## src/timer_pkg.sv

```systemverilog
// constants shared by the timer channel, its prescaler and its bus slave
package timer_pkg;
  // byte address width on the register bus
  localparam int ADDR_W = 12;
  // register word indexes; the byte address is four times the index
  localparam logic [9:0] IDX_RUN = 10'h180;
  localparam logic [9:0] IDX_MODE = 10'h182;
  localparam logic [9:0] IDX_FLOP = 10'h183;
  localparam logic [9:0] IDX_CMP0L = 10'h188;
  localparam logic [9:0] IDX_CMP0H = 10'h189;
  localparam logic [9:0] IDX_CMP1L = 10'h18a;
  localparam logic [9:0] IDX_CMP1H = 10'h18b;
  localparam logic [9:0] IDX_CAP0L = 10'h18c;
  localparam logic [9:0] IDX_CAP0H = 10'h18d;
  localparam logic [9:0] IDX_CAP1L = 10'h18e;
  localparam logic [9:0] IDX_CAP1H = 10'h18f;
  localparam logic [9:0] IDX_STAT = 10'h1a0;
  localparam logic [9:0] IDX_CLR = 10'h1a1;
  localparam logic [9:0] IDX_IEN = 10'h1a2;
  localparam logic [9:0] IDX_CLK = 10'h1a3;
  // run_control fields
  localparam int RUN_CNT = 0;
  localparam int RUN_PRE = 2;
  localparam int RUN_DBUF = 7;
  localparam logic [7:0] RUN_WMASK = 8'h8d;
  // mode_control fields and reset value
  localparam int MOD_CKS = 0;
  localparam int MOD_CLE = 2;
  localparam int MOD_CPM = 3;
  localparam int MOD_SWCAP = 5;
  localparam logic [7:0] MOD_RST = 8'h20;
  localparam logic [7:0] MOD_WMASK = 8'h3f;
  // flop_control fields and action codes
  localparam int FFC0 = 0;
  localparam int FFEN = 2;
  localparam int FFC1 = 6;
  localparam logic [1:0] FF_INV = 2'h0;
  localparam logic [1:0] FF_SET = 2'h1;
  localparam logic [1:0] FF_CLR = 2'h2;
  // clock configuration fields
  localparam int CLK_GEAR = 0;
  localparam int CLK_PSS = 3;
  localparam int CLK_LF = 5;
  localparam logic [7:0] CLK_WMASK = 8'h3f;
  localparam logic [1:0] PSS_FC16 = 2'h2;
  // count clock and capture mode codes
  localparam logic [1:0] CKS_EXT = 2'h0;
  localparam logic [1:0] CKS_FAST = 2'h1;
  localparam logic [1:0] CKS_MED = 2'h2;
  localparam logic [1:0] CPM_RISE01 = 2'h1;
  localparam logic [1:0] CPM_EDGES0 = 2'h2;
  localparam logic [1:0] CPM_EDGES1 = 2'h3;
  // status bits
  localparam int ST_OVF = 0;
  localparam int ST_M0 = 1;
  localparam int ST_M1 = 2;
  localparam int ST_C0 = 3;
  localparam int ST_C1 = 4;
  localparam int ST_W = 5;
  // bus responses
  localparam logic [1:0] RESP_OKAY = 2'h0;
  localparam logic [1:0] RESP_SLVERR = 2'h2;
endpackage // timer_pkg

```

## src/timer_if.sv

```systemverilog
// carriers between the timer channel, its prescaler and its bus slave
`timescale 1ns/100ps
interface tick_if;
  logic run; // prescaler runs while high
  logic use_lf; // low-frequency clock is the source
  logic lf_tick; // one pulse per low-frequency clock rise
  logic [2:0] gear; // clock gear divisor
  logic [1:0] src_sel; // prescaler source select
  logic tap_fast; // one-cycle tap pulses
  logic tap_medium;
  logic tap_slow;
  modport ctrl (output run, use_lf, lf_tick, gear, src_sel,
                input tap_fast, tap_medium, tap_slow);
  modport presc (input run, use_lf, lf_tick, gear, src_sel,
                 output tap_fast, tap_medium, tap_slow);
endinterface // tick_if

interface regacc_if;
  logic wr; // one-cycle byte write strobe
  logic rd; // one-cycle read strobe
  logic [9:0] widx; // word index of the write
  logic [9:0] ridx; // word index of the read
  logic [7:0] wdata;
  logic [7:0] rdata; // combinational read data
  logic werr; // write index unmapped
  logic rerr; // read index unmapped
  modport bus (output wr, rd, widx, ridx, wdata,
               input rdata, werr, rerr);
  modport regs (input wr, rd, widx, ridx, wdata,
                output rdata, werr, rerr);
endinterface // regacc_if

```

## src/prescaler.sv

```systemverilog
// five-bit prescaler with clock gear and source select
`timescale 1ns/100ps
module prescaler (
  // clock and reset
  input wire logic core_clk,
  input wire logic arst_n,
  // settings in, taps out
  tick_if.presc t
);
  import timer_pkg::*;

  typedef struct packed {
    logic [3:0] div; // free divider of the high-frequency clock
    logic [1:0] quarter; // divide-by-four to the base clock
    logic [4:0] pre; // the prescaler proper
  } presc_st_t;

  presc_st_t st_reg;
  presc_st_t st_next;
  logic src_tick; // selected source clock enable
  logic base_tick; // prescaler base clock enable
  logic hf_g0; // helper: fastest high-frequency setting, running

  // one pulse every 2^gear cycles; codes above four act as four
  function automatic logic gear_tick(input logic [3:0] d,
                                     input logic [2:0] g);
    case (g)
      3'h0: gear_tick = 1'b1;
      3'h1: gear_tick = d[0];
      3'h2: gear_tick = &d[1:0];
      3'h3: gear_tick = &d[2:0];
      default: gear_tick = &d;
    endcase
  endfunction

  // next state: the gear divider runs free, the rest only while enabled
  always_comb begin
    st_next = st_reg;
    st_next.div = st_reg.div + 4'h1;
    if (t.use_lf) begin
      src_tick = t.lf_tick;
    end else if (t.src_sel == PSS_FC16) begin
      src_tick = &st_reg.div;
    end else begin
      src_tick = gear_tick(st_reg.div, t.gear);
    end
    base_tick = t.run && src_tick && (&st_reg.quarter);
    if (!t.run) begin
      st_next.quarter = 2'h0;
      st_next.pre = 5'h00;
    end else if (src_tick) begin
      st_next.quarter = st_reg.quarter + 2'h1;
      if (base_tick) begin
        st_next.pre = st_reg.pre + 5'h01;
      end
    end
  end

  // taps decode one counter, so they stay aligned and restart together
  assign t.tap_fast = base_tick && st_reg.pre[0];
  assign t.tap_medium = base_tick && (&st_reg.pre[2:0]);
  assign t.tap_slow = base_tick && (&st_reg.pre);

  // state register
  always_ff @(posedge core_clk or negedge arst_n) begin
    if (!arst_n) begin
      st_reg <= '0;
    end else begin
      st_reg <= st_next;
    end
  end

  assign hf_g0 = t.run && !t.use_lf && t.gear == 3'h0 && t.src_sel == 2'h0;

  a_fast_gap: assert property (@(posedge core_clk) disable iff (!arst_n)
    t.tap_fast |=> !t.tap_fast [*7])
    else $error("fast tap came too soon");
  a_gear0_period: assert property (@(posedge core_clk) disable iff (!arst_n)
    (t.tap_fast && hf_g0) ##1 hf_g0 [*8] |-> t.tap_fast)
    else $error("fast tap period not eight cycles");
  a_nested_taps: assert property (@(posedge core_clk) disable iff (!arst_n)
    (t.tap_slow |-> t.tap_medium) and (t.tap_medium |-> t.tap_fast))
    else $error("taps out of phase");
  a_restart_clean: assert property (@(posedge core_clk) disable iff (!arst_n)
    $rose(t.run) |-> !t.tap_fast [*7])
    else $error("prescaler not cleared before restart");
endmodule // prescaler

```

## src/axi_byte_slave.sv

```systemverilog
// axi4-lite slave that turns word accesses into byte register strobes
`timescale 1ns/100ps
module axi_byte_slave (
  // clock and reset
  input wire logic core_clk,
  input wire logic arst_n,
  // write address and data
  input wire logic [timer_pkg::ADDR_W-1:0] awaddr,
  input wire logic awvalid,
  output logic awready,
  input wire logic [31:0] wdata,
  input wire logic [3:0] wstrb,
  input wire logic wvalid,
  output logic wready,
  // write response
  output logic [1:0] bresp,
  output logic bvalid,
  input wire logic bready,
  // read address and data
  input wire logic [timer_pkg::ADDR_W-1:0] araddr,
  input wire logic arvalid,
  output logic arready,
  output logic [31:0] rdata,
  output logic [1:0] rresp,
  output logic rvalid,
  input wire logic rready,
  // register side
  regacc_if.bus r
);
  import timer_pkg::*;

  typedef struct packed {
    logic aw_full; // write address held
    logic [9:0] aw_idx;
    logic w_full; // write data held
    logic [7:0] wbyte;
    logic w_en; // low byte lane was strobed
    logic bvalid;
    logic [1:0] bresp;
    logic rvalid;
    logic [7:0] rbyte;
    logic [1:0] rresp;
  } bus_st_t;

  bus_st_t st_reg;
  bus_st_t st_next;
  logic do_wr; // both halves held and no response pending
  logic rd_take; // read address accepted this cycle

  // holding slots let address and data arrive in either order
  always_comb begin
    st_next = st_reg;
    do_wr = st_reg.aw_full && st_reg.w_full && !st_reg.bvalid;
    rd_take = arvalid && !st_reg.rvalid;
    if (awvalid && !st_reg.aw_full) begin
      st_next.aw_full = 1'b1;
      st_next.aw_idx = awaddr[ADDR_W-1:2];
    end
    if (wvalid && !st_reg.w_full) begin
      st_next.w_full = 1'b1;
      st_next.wbyte = wdata[7:0];
      st_next.w_en = wstrb[0];
    end
    if (do_wr) begin
      st_next.aw_full = 1'b0;
      st_next.w_full = 1'b0;
      st_next.bvalid = 1'b1;
      st_next.bresp = r.werr ? RESP_SLVERR : RESP_OKAY;
    end else if (st_reg.bvalid && bready) begin
      st_next.bvalid = 1'b0;
    end
    if (rd_take) begin
      st_next.rvalid = 1'b1;
      st_next.rbyte = r.rdata;
      st_next.rresp = r.rerr ? RESP_SLVERR : RESP_OKAY;
    end else if (st_reg.rvalid && rready) begin
      st_next.rvalid = 1'b0;
    end
  end

  // strobes toward the register file; a write without lane 0 only answers
  assign r.wr = do_wr && st_reg.w_en;
  assign r.widx = st_reg.aw_idx;
  assign r.wdata = st_reg.wbyte;
  assign r.rd = rd_take;
  assign r.ridx = araddr[ADDR_W-1:2];

  // bus outputs
  assign awready = !st_reg.aw_full;
  assign wready = !st_reg.w_full;
  assign bvalid = st_reg.bvalid;
  assign bresp = st_reg.bresp;
  assign arready = !st_reg.rvalid;
  assign rvalid = st_reg.rvalid;
  assign rresp = st_reg.rresp;
  assign rdata = {24'h000000, st_reg.rbyte};

  // state register
  always_ff @(posedge core_clk or negedge arst_n) begin
    if (!arst_n) begin
      st_reg <= '0;
    end else begin
      st_reg <= st_next;
    end
  end

  a_bresp_hold: assert property (@(posedge core_clk) disable iff (!arst_n)
    bvalid && !bready |=> bvalid && $stable(bresp))
    else $error("write response dropped before taken");
  a_write_done: assert property (@(posedge core_clk) disable iff (!arst_n)
    do_wr |=> bvalid && awready && wready)
    else $error("write did not complete in one cycle");
endmodule // axi_byte_slave

```

## src/timer_channel.sv

```systemverilog
// one channel of the sixteen-bit timer and event counter
`timescale 1ns/100ps
module timer_channel (
  // clock and reset
  input wire logic core_clk,
  input wire logic arst_n,
  // axi4-lite write address and data
  input wire logic [timer_pkg::ADDR_W-1:0] awaddr,
  input wire logic awvalid,
  output logic awready,
  input wire logic [31:0] wdata,
  input wire logic [3:0] wstrb,
  input wire logic wvalid,
  output logic wready,
  // axi4-lite write response
  output logic [1:0] bresp,
  output logic bvalid,
  input wire logic bready,
  // axi4-lite read
  input wire logic [timer_pkg::ADDR_W-1:0] araddr,
  input wire logic arvalid,
  output logic arready,
  output logic [31:0] rdata,
  output logic [1:0] rresp,
  output logic rvalid,
  input wire logic rready,
  // pins
  input wire logic event_capture_input_0,
  input wire logic event_capture_input_1,
  input wire logic low_freq_clock,
  output logic flop_output_0,
  output logic flop_output_1,
  // interrupt
  output logic irq
);
  import timer_pkg::*;

  typedef struct packed {
    logic [2:0] in0_sync; // [0] first stage, [1] second, [2] previous
    logic [2:0] in1_sync;
    logic [2:0] lf_sync;
    logic [7:0] run_ctl;
    logic [7:0] mode_ctl;
    logic [3:0] flop_en; // invert on match0, match1, cap0, cap1; flop 1 only on match1, cap1
    logic [7:0] clk_cfg;
    logic [15:0] count; // the up counter
    logic [15:0] cmp0;
    logic [15:0] cmp0_buf; // register buffer behind compare 0
    logic [15:0] cmp1;
    logic [15:0] cap0;
    logic [15:0] cap1;
    logic ff0;
    logic ff1;
    logic [ST_W-1:0] status; // sticky events
    logic [ST_W-1:0] irq_en;
  } chan_st_t;

  chan_st_t st_reg;
  chan_st_t st_next;
  logic in0_rise; // synchronised pin edges
  logic in0_fall;
  logic in1_rise;
  logic in1_fall;
  logic cnt_on; // counter and prescaler both running
  logic tick_sel; // selected count clock
  logic tick; // count clock, gated by run
  logic match0;
  logic match1;
  logic clr_hit; // clear-on-match fires
  logic ovf;
  logic cap0_ev;
  logic cap1_ev;
  logic sw_cap; // software capture into capture 0
  logic cmp0_wr; // helper: software writes compare 0
  logic [ST_W-1:0] ev;
  logic [ST_W-1:0] clr;

  tick_if p ();
  regacc_if r ();

  // every mapped byte index, used to answer unmapped accesses
  function automatic logic mapped(input logic [9:0] idx);
    mapped = idx inside {IDX_RUN, IDX_MODE, IDX_FLOP, IDX_CMP0L,
                         IDX_CMP0H, IDX_CMP1L, IDX_CMP1H, IDX_CAP0L,
                         IDX_CAP0H, IDX_CAP1L, IDX_CAP1H, IDX_STAT,
                         IDX_CLR, IDX_IEN, IDX_CLK};
  endfunction

  // software action on a timer flop; code three leaves it alone
  function automatic logic ff_ctl(input logic cur, input logic [1:0] code);
    case (code)
      FF_INV: ff_ctl = !cur;
      FF_SET: ff_ctl = 1'b1;
      FF_CLR: ff_ctl = 1'b0;
      default: ff_ctl = cur;
    endcase
  endfunction

  // edges only from the second sync stage and its delayed copy
  assign in0_rise = st_reg.in0_sync[1] && !st_reg.in0_sync[2];
  assign in0_fall = !st_reg.in0_sync[1] && st_reg.in0_sync[2];
  assign in1_rise = st_reg.in1_sync[1] && !st_reg.in1_sync[2];
  assign in1_fall = !st_reg.in1_sync[1] && st_reg.in1_sync[2];
  assign cmp0_wr = r.wr && (r.widx == IDX_CMP0L || r.widx == IDX_CMP0H);

  // prescaler settings
  assign p.run = st_reg.run_ctl[RUN_PRE];
  assign p.use_lf = st_reg.clk_cfg[CLK_LF];
  assign p.gear = st_reg.clk_cfg[CLK_GEAR +: 3];
  assign p.src_sel = st_reg.clk_cfg[CLK_PSS +: 2];
  assign p.lf_tick = st_reg.lf_sync[1] && !st_reg.lf_sync[2];

  prescaler u_pre (
    .core_clk(core_clk),
    .arst_n(arst_n),
    .t(p.presc)
  );

  axi_byte_slave u_bus (
    .core_clk(core_clk),
    .arst_n(arst_n),
    .awaddr(awaddr),
    .awvalid(awvalid),
    .awready(awready),
    .wdata(wdata),
    .wstrb(wstrb),
    .wvalid(wvalid),
    .wready(wready),
    .bresp(bresp),
    .bvalid(bvalid),
    .bready(bready),
    .araddr(araddr),
    .arvalid(arvalid),
    .arready(arready),
    .rdata(rdata),
    .rresp(rresp),
    .rvalid(rvalid),
    .rready(rready),
    .r(r.bus)
  );

  // next state of the whole channel
  always_comb begin
    st_next = st_reg;
    st_next.in0_sync = {st_reg.in0_sync[1:0], event_capture_input_0};
    st_next.in1_sync = {st_reg.in1_sync[1:0], event_capture_input_1};
    st_next.lf_sync = {st_reg.lf_sync[1:0], low_freq_clock};
    cnt_on = st_reg.run_ctl[RUN_CNT] && st_reg.run_ctl[RUN_PRE];
    // count clock: external events or one of the taps
    case (st_reg.mode_ctl[MOD_CKS +: 2])
      CKS_EXT: tick_sel = in0_rise;
      CKS_FAST: tick_sel = p.tap_fast;
      CKS_MED: tick_sel = p.tap_medium;
      default: tick_sel = p.tap_slow;
    endcase
    tick = tick_sel && cnt_on;
    // comparators look at the value held when the count clock arrives
    match0 = tick && (st_reg.count == st_reg.cmp0);
    match1 = tick && (st_reg.count == st_reg.cmp1);
    clr_hit = match1 && st_reg.mode_ctl[MOD_CLE];
    ovf = tick && (&st_reg.count) && !clr_hit;
    // up counter: stop and clear while its run bit is low
    if (!st_reg.run_ctl[RUN_CNT]) begin
      st_next.count = 16'h0000;
    end else if (clr_hit) begin
      st_next.count = 16'h0000;
    end else if (tick) begin
      st_next.count = st_reg.count + 16'h0001;
    end
    if (match1 && st_reg.run_ctl[RUN_DBUF]) begin
      st_next.cmp0 = st_reg.cmp0_buf;
    end
    // hardware capture triggers by mode
    case (st_reg.mode_ctl[MOD_CPM +: 2])
      CPM_RISE01: begin
        cap0_ev = in0_rise;
        cap1_ev = in1_rise;
      end
      CPM_EDGES0: begin
        cap0_ev = in0_rise;
        cap1_ev = in0_fall;
      end
      CPM_EDGES1: begin
        cap0_ev = in1_rise;
        cap1_ev = in1_fall;
      end
      default: begin
        cap0_ev = 1'b0;
        cap1_ev = 1'b0;
      end
    endcase
    // writing zero, or writing over a held zero, captures by software while the prescaler run bit is set
    sw_cap = r.wr && r.widx == IDX_MODE && st_reg.run_ctl[RUN_PRE] &&
             (!r.wdata[MOD_SWCAP] || !st_reg.mode_ctl[MOD_SWCAP]);
    if (cap0_ev || sw_cap) begin
      st_next.cap0 = st_reg.count;
    end
    if (cap1_ev) begin
      st_next.cap1 = st_reg.count;
    end
    // simultaneous enabled events invert a flop only once
    if ((match0 && st_reg.flop_en[0]) || (match1 && st_reg.flop_en[1]) ||
        (cap0_ev && st_reg.flop_en[2]) || (cap1_ev && st_reg.flop_en[3])) begin
      st_next.ff0 = !st_reg.ff0;
    end
    if ((match1 && st_reg.flop_en[1]) || (cap1_ev && st_reg.flop_en[3])) begin
      st_next.ff1 = !st_reg.ff1;
    end
    // register writes are applied on top of the hardware updates above
    clr = '0;
    if (r.wr) begin
      case (r.widx)
        IDX_RUN: st_next.run_ctl = r.wdata & RUN_WMASK;
        IDX_MODE: st_next.mode_ctl = r.wdata & MOD_WMASK;
        IDX_FLOP: begin
          st_next.flop_en = r.wdata[FFEN +: 4];
          st_next.ff0 = ff_ctl(st_next.ff0, r.wdata[FFC0 +: 2]);
          st_next.ff1 = ff_ctl(st_next.ff1, r.wdata[FFC1 +: 2]);
        end
        IDX_CMP0L: begin
          st_next.cmp0_buf[7:0] = r.wdata;
          if (!st_reg.run_ctl[RUN_DBUF]) begin
            st_next.cmp0[7:0] = r.wdata;
          end
        end
        IDX_CMP0H: begin
          st_next.cmp0_buf[15:8] = r.wdata;
          if (!st_reg.run_ctl[RUN_DBUF]) begin
            st_next.cmp0[15:8] = r.wdata;
          end
        end
        IDX_CMP1L: st_next.cmp1[7:0] = r.wdata;
        IDX_CMP1H: st_next.cmp1[15:8] = r.wdata;
        IDX_CLR: clr = r.wdata[ST_W-1:0];
        IDX_IEN: st_next.irq_en = r.wdata[ST_W-1:0];
        IDX_CLK: st_next.clk_cfg = r.wdata & CLK_WMASK;
        default: ; // read-only and unmapped writes change nothing
      endcase
    end
    // sticky events: a new event beats a clear in the same cycle
    ev = '0;
    ev[ST_OVF] = ovf;
    ev[ST_M0] = match0;
    ev[ST_M1] = match1;
    ev[ST_C0] = cap0_ev || sw_cap;
    ev[ST_C1] = cap1_ev;
    st_next.status = (st_reg.status & ~clr) | ev;
  end

  // read mux; flop action fields read as the no-change code
  always_comb begin
    case (r.ridx)
      IDX_RUN: r.rdata = st_reg.run_ctl;
      IDX_MODE: r.rdata = st_reg.mode_ctl;
      IDX_FLOP: r.rdata = {2'h3, st_reg.flop_en, 2'h3};
      IDX_CMP0L: r.rdata = st_reg.cmp0[7:0];
      IDX_CMP0H: r.rdata = st_reg.cmp0[15:8];
      IDX_CMP1L: r.rdata = st_reg.cmp1[7:0];
      IDX_CMP1H: r.rdata = st_reg.cmp1[15:8];
      IDX_CAP0L: r.rdata = st_reg.cap0[7:0];
      IDX_CAP0H: r.rdata = st_reg.cap0[15:8];
      IDX_CAP1L: r.rdata = st_reg.cap1[7:0];
      IDX_CAP1H: r.rdata = st_reg.cap1[15:8];
      IDX_STAT: r.rdata = 8'(st_reg.status);
      IDX_IEN: r.rdata = 8'(st_reg.irq_en);
      IDX_CLK: r.rdata = st_reg.clk_cfg;
      default: r.rdata = 8'h00;
    endcase
  end
  assign r.werr = !mapped(r.widx);
  assign r.rerr = !mapped(r.ridx);

  // pins and interrupt
  assign flop_output_0 = st_reg.ff0;
  assign flop_output_1 = st_reg.ff1;
  assign irq = |(st_reg.status & st_reg.irq_en);

  // all state is local, so a second channel is an independent copy
  always_ff @(posedge core_clk or negedge arst_n) begin
    if (!arst_n) begin
      st_reg <= '0;
      st_reg.mode_ctl <= MOD_RST;
    end else begin
      st_reg <= st_next;
    end
  end

  a_clear_match: assert property (@(posedge core_clk) disable iff (!arst_n)
    clr_hit |=> st_reg.count == 16'h0000 && !ovf)
    else $error("counter not cleared on compare 1 match");
  a_count_step: assert property (@(posedge core_clk) disable iff (!arst_n)
    tick && !clr_hit && !(r.wr && r.widx == IDX_RUN) |=>
    st_reg.count == 16'($past(st_reg.count) + 16'h0001))
    else $error("counter did not step by one");
  a_overflow_flag: assert property (@(posedge core_clk) disable iff (!arst_n)
    ovf |=> st_reg.status[ST_OVF] && st_reg.count == 16'h0000)
    else $error("wrap did not flag overflow");
  a_dbuf_load: assert property (@(posedge core_clk) disable iff (!arst_n)
    match1 && st_reg.run_ctl[RUN_DBUF] && !cmp0_wr |=>
    st_reg.cmp0 == $past(st_reg.cmp0_buf))
    else $error("buffer not moved into compare 0");
  a_set_wins: assert property (@(posedge core_clk) disable iff (!arst_n)
    ev != '0 |=> (st_reg.status & $past(ev)) == $past(ev))
    else $error("event lost against clear");
endmodule // timer_channel

```

## config.mk

```make
export PLATFORM = sky130hd
export DESIGN_NAME = timer_channel
export DESIGN_NICKNAME = d
export VERILOG_FILES = /design/src/timer_pkg.sv /design/src/timer_if.sv /design/src/prescaler.sv /design/src/axi_byte_slave.sv /design/src/timer_channel.sv
export SDC_FILE = /design/constraint.sdc
export NUM_CORES = 1
export LEC_CHECK = 0
export ABC_AREA = 1
export BUFFER_PORTS_ARGS = -buffer_cell sky130_fd_sc_hd__buf_2
export CORE_AREA = 2 2 166 168
export DETAILED_ROUTE_END_ITERATION = 16
export DIE_AREA = 0 0 168 170
export PLACE_DENSITY = 0.49
export SYNTH_ARGS = -nofsm -noshare
export SYNTH_HDL_FRONTEND = slang
export SYNTH_SLANG_ARGS = --single-unit
```

## constraint.sdc

```tcl
create_clock -name core_clk -period 4 [get_ports core_clk]
set_input_delay 1 -clock core_clk [delete_from_list [all_inputs] [get_ports core_clk]]
set_output_delay 1 -clock core_clk [all_outputs]
set_load 0.02 [all_outputs]
```

==> metrics list, run 1 <==
- After detailed routing, the number of vias per cell comes to 4.95.
- Summed over all layers, the global routing overflow is 0.
- Total number of yosys warnings: 0
- Once layout is done, the placed cells without fillers occupy between 0.01 and 0.015 sq mm.
- # Max-Cap Violations: 0
* Clock sinks: 181
- In this run the worst path has a maximum fanout of 6.
- Port buffer count: 56
- CP Capture Type: register
- RSZ-0062 raised after global routing: false
* Number of filler instances in the final layout: 2792
- DIE AREA: approximately 0.029 sq mm
- Mapped Area: 0.00922 sq mm
* First-pass GRT wire length: approximately 41 mm
- The worst register-to-register path begins at u_pre.st_reg[0]$_DFFE_PN0P_.
* Width of the die: 168 um
* Setup crit start kind: primary input
* Highest achievable clock rate: 371 MHz
* Share of flip-flops with an asynchronous set or reset: 100%
- After synthesis, the largest family of logic cells by area is simple AND/OR/NAND/NOR gates.
- Entering global routing, the biggest net connects 80 pins.
* Max-slew headroom: between 50 and 60%
* Synth top area share: 48.8%
* Total number of vias: 7463
- sky130_fd_sc_hd__dfrtp_1 takes more of the synthesized area than any other cell.
* Area Growth Syn to Fin: 10.9%
- Global-route usage over all layers: 18.8%
* Vias in the first global route: slightly above 7000
* Iteration-0 DRC Markers: 566
- After clock tree synthesis, the clock-pin slew on the worst setup and hold paths is 0.07 ns.
* Pre-Repair DR Iteration Count: 5
- Setup violations remaining at the end of the flow were counted as 0.
- 114 I/O pins were placed.
- Cell variety after synth: 57
* Fraction of final layout cells sized beyond drive strength 1: a little under an eighth
* Count of flip-flops with a built-in enable after synthesis: 0
- Setup TNS Final: 0 ns
- Routability-driven placement finished with a final weighted congestion of ~0.9.
- The clock passes through at most 2 buffers.
- Counting flops and latches in the post-synthesis netlist gives about 180.
- After Yosys synthesis, XOR and XNOR cells account for 2.28% of the synthesized area.
- Hold repair after CTS inserted 0 buffers.
- DRC errors left: 0
- The count of endpoints failing hold in the final timing report was 0.
- Post-synthesis sequential area ratio: 49.1%
- After synthesis, the most frequently instantiated cells are 259 x sky130_fd_sc_hd__nand2_1, 180 x sky130_fd_sc_hd__dfrtp_1, 119 x sky130_fd_sc_hd__o21ai_0, 114 x sky130_fd_sc_hd__inv_1, 91 x sky130_fd_sc_hd__nor2_1.
- Average wire length per cell after detail routing: 17.2 um
- The worst-case IR drop observed on VDD is 293 uV.
- Transition time at the pin with the least slew margin: 0.724 ns
* Portion of total power attributed to the clock network: 33.7%
- Clock Tree Root: sky130_fd_sc_hd__clkbuf_16
- After clock tree synthesis, the repair step resized 0 gates.
- Die height: 170 um
- Cells after synthesis: between 1000 and 1500
- Sequential cells burn 46.2% of the power.
- After detailed placement, the total cell area comes to between 0.009 and 0.01 sq mm.
- Net count reported at finish: 1238
* Worst endpoint required time: around 4.3 ns
- Start point of the critical path: araddr[11]
- For the final database, setup skew stands at 0.0121 ns.
- At the later pin of the worst-skew pair, clock insertion delay measures 0.43 ns.
* Switching part of the total: 34.0%
* Share of synthesized cell area in full adder, half adder and majority cells: 1.90%
* Switching power summed over all nets: 1.62 mW
- Total power density per cell area: roughly 470 mW/mm^2
- Footprint of the flip-flops and latches: 0.00453 sq mm
- The HPWL after detailed placement is approximately 19 mm.
- Clock H-tree levels: 4
- Final routed wirelength across all metal layers: 26.0 mm
* Largest register FFs: 122
* Critical setup path kind: primary input to register
- Area occupied by multi-input gates: 0.00389 sq mm
- Worst Path Arrival: 3.01 ns
* P_int: 3.15 mW
- Once the clock tree was built, the setup fixing pass inserted 0 buffers.
* Antenna fix cells: 0
- TritonCTS built the clock tree.
* Core region area: 0.0267 sq mm
* Cell types with the largest area share after synthesis: sky130_fd_sc_hd__dfrtp_1 49%, sky130_fd_sc_hd__nand2_1 11%, sky130_fd_sc_hd__o21ai_0 6.5%
- Summing the areas of all compound-gate instances in the mapped netlist gives about an eighth of the synthesized area.
- Buffers inserted during clock tree synthesis total 17.
- The initial antenna violation count is 0.
- Total leakage power: 4.72 nW
* Site row count: 60
- In this run the most critical hold path is launched from st_next[137]$_DFF_PN0_.
* Mux cell area share after synthesis: 0.733%
* Combinational power share: 20.2%
- In this run the mean area of a mapped cell was 8.28 sq um.
* Number of pins exceeding their max-slew limit in the final report: 0
- Hold crit path type: register to register
- After Yosys synthesis, and, or, nand and nor cells account for 23.6% of the synthesized area.
- Initial Utilization: 34.6%
* Final Critical Period: ~2.7 ns
* Most used flip-flop cell after synthesis: sky130_fd_sc_hd__dfrtp_1
* Outcome: completed
- Yosys instantiated no cell more often than sky130_fd_sc_hd__nand2_1.
- Post-route clock period utilization: 67.3%
- The count of nets left with antenna violations once routing finished came out at 0.
-- area by class of cell --
cell class / instances / share of cell area (%)
Clock inverter: 11 / 1.02
Multi-Input combinational cell: 767 / 38.1
Clock buffer: 21 / 4.31
Tap cell: 341 / 4.17
Timing Repair Buffer: 63 / 3.46
Sequential cell: 181 / 44.3
Inverter: 124 / 4.63
-- placed cells by master (no fill, tap or decap), types with 2 or more instances in the layout --
master,synthesis,routed
sky130_fd_sc_hd__a211oi_1,6,6
sky130_fd_sc_hd__a21oi_1,32,32
sky130_fd_sc_hd__a221oi_1,8,8
sky130_fd_sc_hd__a31oi_1,7,7
sky130_fd_sc_hd__buf_2,9,55
sky130_fd_sc_hd__buf_4,36,6
sky130_fd_sc_hd__clkbuf_1,19,4
sky130_fd_sc_hd__clkbuf_16,0,17
sky130_fd_sc_hd__clkinv_2,0,3
sky130_fd_sc_hd__clkinv_4,1,4
sky130_fd_sc_hd__clkinvlp_4,0,2
sky130_fd_sc_hd__conb_1,1,26
sky130_fd_sc_hd__dfrtp_1,180,180
sky130_fd_sc_hd__ha_1,14,14
sky130_fd_sc_hd__inv_1,114,114
sky130_fd_sc_hd__inv_2,7,7
sky130_fd_sc_hd__inv_6,0,2
sky130_fd_sc_hd__mux2_2,6,6
sky130_fd_sc_hd__nand2_1,259,259
sky130_fd_sc_hd__nand2_2,4,4
sky130_fd_sc_hd__nand2_4,3,3
sky130_fd_sc_hd__nand3_1,67,67
sky130_fd_sc_hd__nand4_1,18,18
sky130_fd_sc_hd__nor2_1,91,91
sky130_fd_sc_hd__nor2_2,6,6
sky130_fd_sc_hd__nor2_4,2,2
sky130_fd_sc_hd__nor3_1,17,17
sky130_fd_sc_hd__nor3_2,2,2
sky130_fd_sc_hd__nor3b_1,3,3
sky130_fd_sc_hd__nor4_1,4,4
sky130_fd_sc_hd__o2111ai_1,3,3
sky130_fd_sc_hd__o211ai_1,4,4
sky130_fd_sc_hd__o21ai_0,119,119
sky130_fd_sc_hd__o21bai_1,2,2
sky130_fd_sc_hd__o22ai_1,11,11
sky130_fd_sc_hd__o311ai_0,2,2
sky130_fd_sc_hd__o31ai_1,5,5
sky130_fd_sc_hd__or2_2,7,7
sky130_fd_sc_hd__xnor2_1,14,14
sky130_fd_sc_hd__xor2_1,10,10
-- power by group through the flow --
| stage | clock network (mW) | registers [mW] | logic, mW |
|---|---|---|---|
| 2_1_floorplan | 0 | 2.19 | 0.665 |
| 3_3_place_gp | 0 | 2.23 | 0.962 |
| 3_5_place_dp | 0 | 2.24 | 0.972 |
| 4_1_cts | 1.65 | 2.20 | 0.975 |
| 5_1_grt | 1.73 | 2.23 | 1.07 |
| 6_report | 1.61 | 2.20 | 0.962 |
-- path summary, 6_finish.rpt --
kind | endpoint | slack (ns) | cells after the start
worst max-delay path | u_bus.rdata[2]$_DFFE_PN0P_ | 1.31 | 14
worst min-delay path | st_next[138]$_DFF_PN0_ | 0.35 | 0
worst max register to register | st_reg[91]$_DFF_PN0_ | 1.41 | 15
worst min register to register | st_next[138]$_DFF_PN0_ | 0.35 | 0
max in group asynchronous | st_reg[125]$_DFFE_PN1P_ | 2.52 | 2
min in group asynchronous | u_bus.rvalid$_DFFE_PN0P_ | 0.62 | 1
-- kinds of logic after synthesis --
family | after synthesis
AOI/OAI and AO/OA | 206
xor gates and xnor gates | 24
adders and majority gates | 14
buffers and inverters | 191
DFF | 181
muxes | 6
other | 1
and+or+nand+nor | 491
-- through the flow --
step | worst slack (ns) | hold slack [ns] | util [%] | cells | power (mW)
after floorplan | 1.73 | 0.331 | - | 1139 | 2.85
after global placement | 0.992 | 0.335 | 36.3 | 1476 | 3.20
after detailed placement | 0.979 | 0.340 | 36.3 | 1476 | 3.21
after CTS | 1.40 | 0.355 | 38.4 | 1508 | 4.83
after global routing | 1.17 | 0.370 | 38.4 | 1508 | 5.03
final | 1.31 | 0.349 | 38.4 | 1508 | 4.77
-- worst max-delay path, cell delays in order --
cell	delay [ns]
sky130_fd_sc_hd__buf_2	0.07
sky130_fd_sc_hd__inv_1	0.03
sky130_fd_sc_hd__nand2_1	0.14
sky130_fd_sc_hd__inv_1	0.09
sky130_fd_sc_hd__nand2_1	0.11
sky130_fd_sc_hd__nor2_1	0.12
sky130_fd_sc_hd__nand2_1	0.24
sky130_fd_sc_hd__inv_1	0.16
sky130_fd_sc_hd__nand2_1	0.09
sky130_fd_sc_hd__nand3_1	0.08
sky130_fd_sc_hd__a211oi_1	0.50
sky130_fd_sc_hd__o2111ai_1	0.23
sky130_fd_sc_hd__nand2_1	0.11
sky130_fd_sc_hd__nand2_1	0.05
-- routing by layer --
metal  vias to the layer above  global-route usage (%)  part of all wire (%)
met1                      3572                    27.2                    49
met4                         0                    4.27                  0.92
li1                       3684                       -                     -
met2                       197                    29.8                    45
met3                        10                    2.70                   4.5
met5                         -                       0                     0
Power figures use the tool's default switching activity.
==> run 2, diff against run 1 <==
Clock period 4 ns to 2.7 ns, I/O delays scaled along.
==> metrics list, run 2 (synthesis gave the netlist of run 1 again) <==
- TritonCTS clock tree: done
* Uppermost routed layer: met4
* Endpoints failing setup: 0
- Worst Path Arrival: approximately 2.8 ns
- Reg clk slew, reported paths: 0.07 ns
- Max-slew headroom: between 50 and 60%
- In this run the standard cell core region covers 0.0267 sq mm.
- Combinational logic is responsible for about 20% of the overall power.
- Area Growth Syn to Fin: 12.9%
- Cell internal power was estimated by the tool at 4.67 mW.
- Largest register FFs: 122
- Path depth of the worst reg2reg path: 17
- In this run the worst path has a maximum fanout of 15.
- Counting along the longest clock path gives a buffer depth of 2.
- Switching power summed over all nets: approximately 2.4 mW
- The count of endpoints failing hold in the final timing report was 0.
- Clock Tree Root: sky130_fd_sc_hd__clkbuf_16
* Width of the die: ~170 um
- Clock insertion delay at the later pin of the skew report: 0.44 ns
- Antenna violations before repair: 0
* Delay of the slowest cell on the worst path: 0.38 ns
- Summed over all nets, wire length on met2 after detailed routing comes to 11.9 mm.
- Setup crit start kind: register
- In the final routed layout, each cell accounts on average for 17.2 um.
* Fraction of final layout cells sized beyond drive strength 1: 13.6%
* Aggregate global routing overflow: 0
- CP delay by family, top: simple AND/OR/NAND/NOR gates
* DRC errors left: 0
- RSZ-0062 raised after global routing: false
- Transition time at the pin with the least slew margin: 0.643 ns
- The clock tree synthesis step divided the H-tree into 4 levels.
- After the last flow step, the layout net total stands at roughly 1300.
- For flop-to-flop paths, the worst setup slack is 0.29 ns.
- Clock skew on the completed layout was measured at 0.0138 ns.
- Boundary Pins: 114
- Initial Utilization: approximately a third
* Slowest-stage cell, CP: sky130_fd_sc_hd__dfrtp_1
- Total number of vias: 7522
- For the final routed database, the setup TNS stands at 0 ns.
* Iteration-0 DRC Markers: about 600
- Overall power after layout: 7.05 mW
* TritonCTS buffer count: 17
- The library cells used most frequently in the layout, excluding fill and tap cells, are 259 x sky130_fd_sc_hd__nand2_1, 180 x sky130_fd_sc_hd__dfrtp_1, 119 x sky130_fd_sc_hd__o21ai_0.
- CP Capture Type: register
- The clock net in this run drives a total of 181 sinks.
- Global-route usage over all layers: 19.3%
- Most common cell after layout, fill and taps aside: sky130_fd_sc_hd__nand2_1
* Pre-Repair DR Iteration Count: 5
* Proportion of power drawn by flip-flops and latches: between 40% and 50%
- Summed over all layers, the routed wires come to roughly 26 mm.
- For this design the static power due to leakage is between 4 and 5 nW.
- For this design the ratio of total power to cell area is 677 mW/mm^2.
- Once detail routing completed, the nets flagged for antenna violations numbered 0.
* Post-route clock period utilization: 89.3%
- Site row count: 60
* Number of pins exceeding their max-slew limit in the final report: 0
* Vias in the first global route: 7389
- The critical path is of the register to register type.
- Max-cap violations in this run came to 0.
- Switching part of the total: 33.9%
- Highest achievable clock rate: 415 MHz
* Number of buffers inserted for hold repair after clock tree synthesis: 0
* Antenna fix cells: 0
- The run finished with clean final reports.
- Routability-driven placement finished with a final weighted congestion of approximately 0.9.
- At the worst endpoint, the required time is a little over 3 ns.
* Number of buffers and inverters on the critical path: 3
* Post-route met1 wirelength: 13.1 mm
* Hold crit path type: primary input to async pin
- Pin count of the biggest net entering global routing: 56
* Die height: 170 um
- Across the VDD grid, the largest voltage drop is 468 uV.
* Start of the worst register-to-register path: u_pre.st_reg[7]$_DFF_PN0_
- The first global-routing pass estimated 42.0 mm of wire.
- DIE AREA: 0.0286 sq mm
- Final Critical Period: between 2 and 2.5 ns
- Summed over all nets, the half-perimeter wirelength after detailed placement is 19.3 mm.
- Dividing the detail-routed via count by the number of cells gives 4.91.
- The share of total power dissipated in the clock network is between 30 and 40%.
* Destination of the worst register-to-register timing path: st_reg[83]$_DFF_PN0_
- Cell chain of the critical path: ha_1 -> ha_1 -> inv_1 -> nand2_1 -> nand3_1 -> nand3_1 -> nand2_1 -> nand2_2 -> nand4_4 -> nand2_4 -> nand2_4 -> inv_8 -> nand2_4 -> nor2_8 -> buf_4 -> nand2_1 -> a31oi_1
- Port buffer count: 56
- The routed design uses 907 um of met3 wire.
run 2: cell count changes in the layout (fill, tap and decap cells not counted), sizes merged:
cell,delta
clkbuf,-1
buf,+24
inv,+1
clkinvlp,+2
clkinv,-3
run 2: area by class of cell:
type	count	area, sq um
fill	2815	16200
sequential	181	4530
multi-input combinational	767	3890
timing repair buffer	87	547
inverter	124	475
clock buffer	20	437
tap	341	427
clock inverter	11	105
run 2: timing repair:
item                       in CTS  in global routing
resized for setup               0                  1
buffers inserted                0                  1
setup endpoints to repair       0                  3
hold endpoints to repair        0                  0
run 2: per-layer routing:
metal / vias to the layer above / global-route usage, %
met3: 27 / 3.09
met1: 3598 / 27.7
met5: - / 0
li1: 3729 / -
met2: 168 / 30.3
met4: 0 / 5.44
run 2: power groups by stage:
| stage | Sequential [mW] | Combinational [mW] | Clock [mW] |
|---|---|---|---|
| after floorplan | 3.24 | 0.985 | 0 |
| after global placement | 3.31 | 1.42 | 0 |
| after detailed placement | 3.31 | 1.44 | 0 |
| after CTS | 3.26 | 1.44 | 2.43 |
| after global routing | 3.31 | 1.61 | 2.55 |
| final | 3.26 | 1.42 | 2.37 |
run 2: per-stage QoR:
| step | utilization (%) | cells | setup WS, ns | area (sq um) | hold slack [ns] |
|---|---|---|---|---|---|
| floorplan | - | 1139 | 0.606 | 9320 | 0.331 |
| global placement | 37.0 | 1499 | 0.213 | 9860 | 0.338 |
| detailed placement | 37.0 | 1499 | 0.205 | 9860 | 0.335 |
| CTS | 39.0 | 1530 | 0.174 | 10400 | 0.209 |
| global route | 39.1 | 1531 | 0.0342 | 10400 | 0.224 |
| finish | 39.1 | 1531 | 0.288 | 10400 | 0.200 |
run 2: how the worst max path moves through the flow:
stage | startpoint | end | slack [ns] | cells after the start
floorplan | u_pre.st_reg[0]$_DFFE_PN0P_ | st_reg[89]$_DFF_PN0_ | 0.61 | 16
global placement | u_pre.st_reg[7]$_DFF_PN0_ | st_reg[87]$_DFF_PN0_ | 0.21 | 17
detailed placement | u_pre.st_reg[7]$_DFF_PN0_ | st_reg[87]$_DFF_PN0_ | 0.20 | 17
CTS | u_pre.st_reg[7]$_DFF_PN0_ | st_reg[87]$_DFF_PN0_ | 0.17 | 17
global route | u_pre.st_reg[7]$_DFF_PN0_ | st_reg[83]$_DFF_PN0_ | 0.03 | 17
finish | u_pre.st_reg[7]$_DFF_PN0_ | st_reg[83]$_DFF_PN0_ | 0.29 | 17
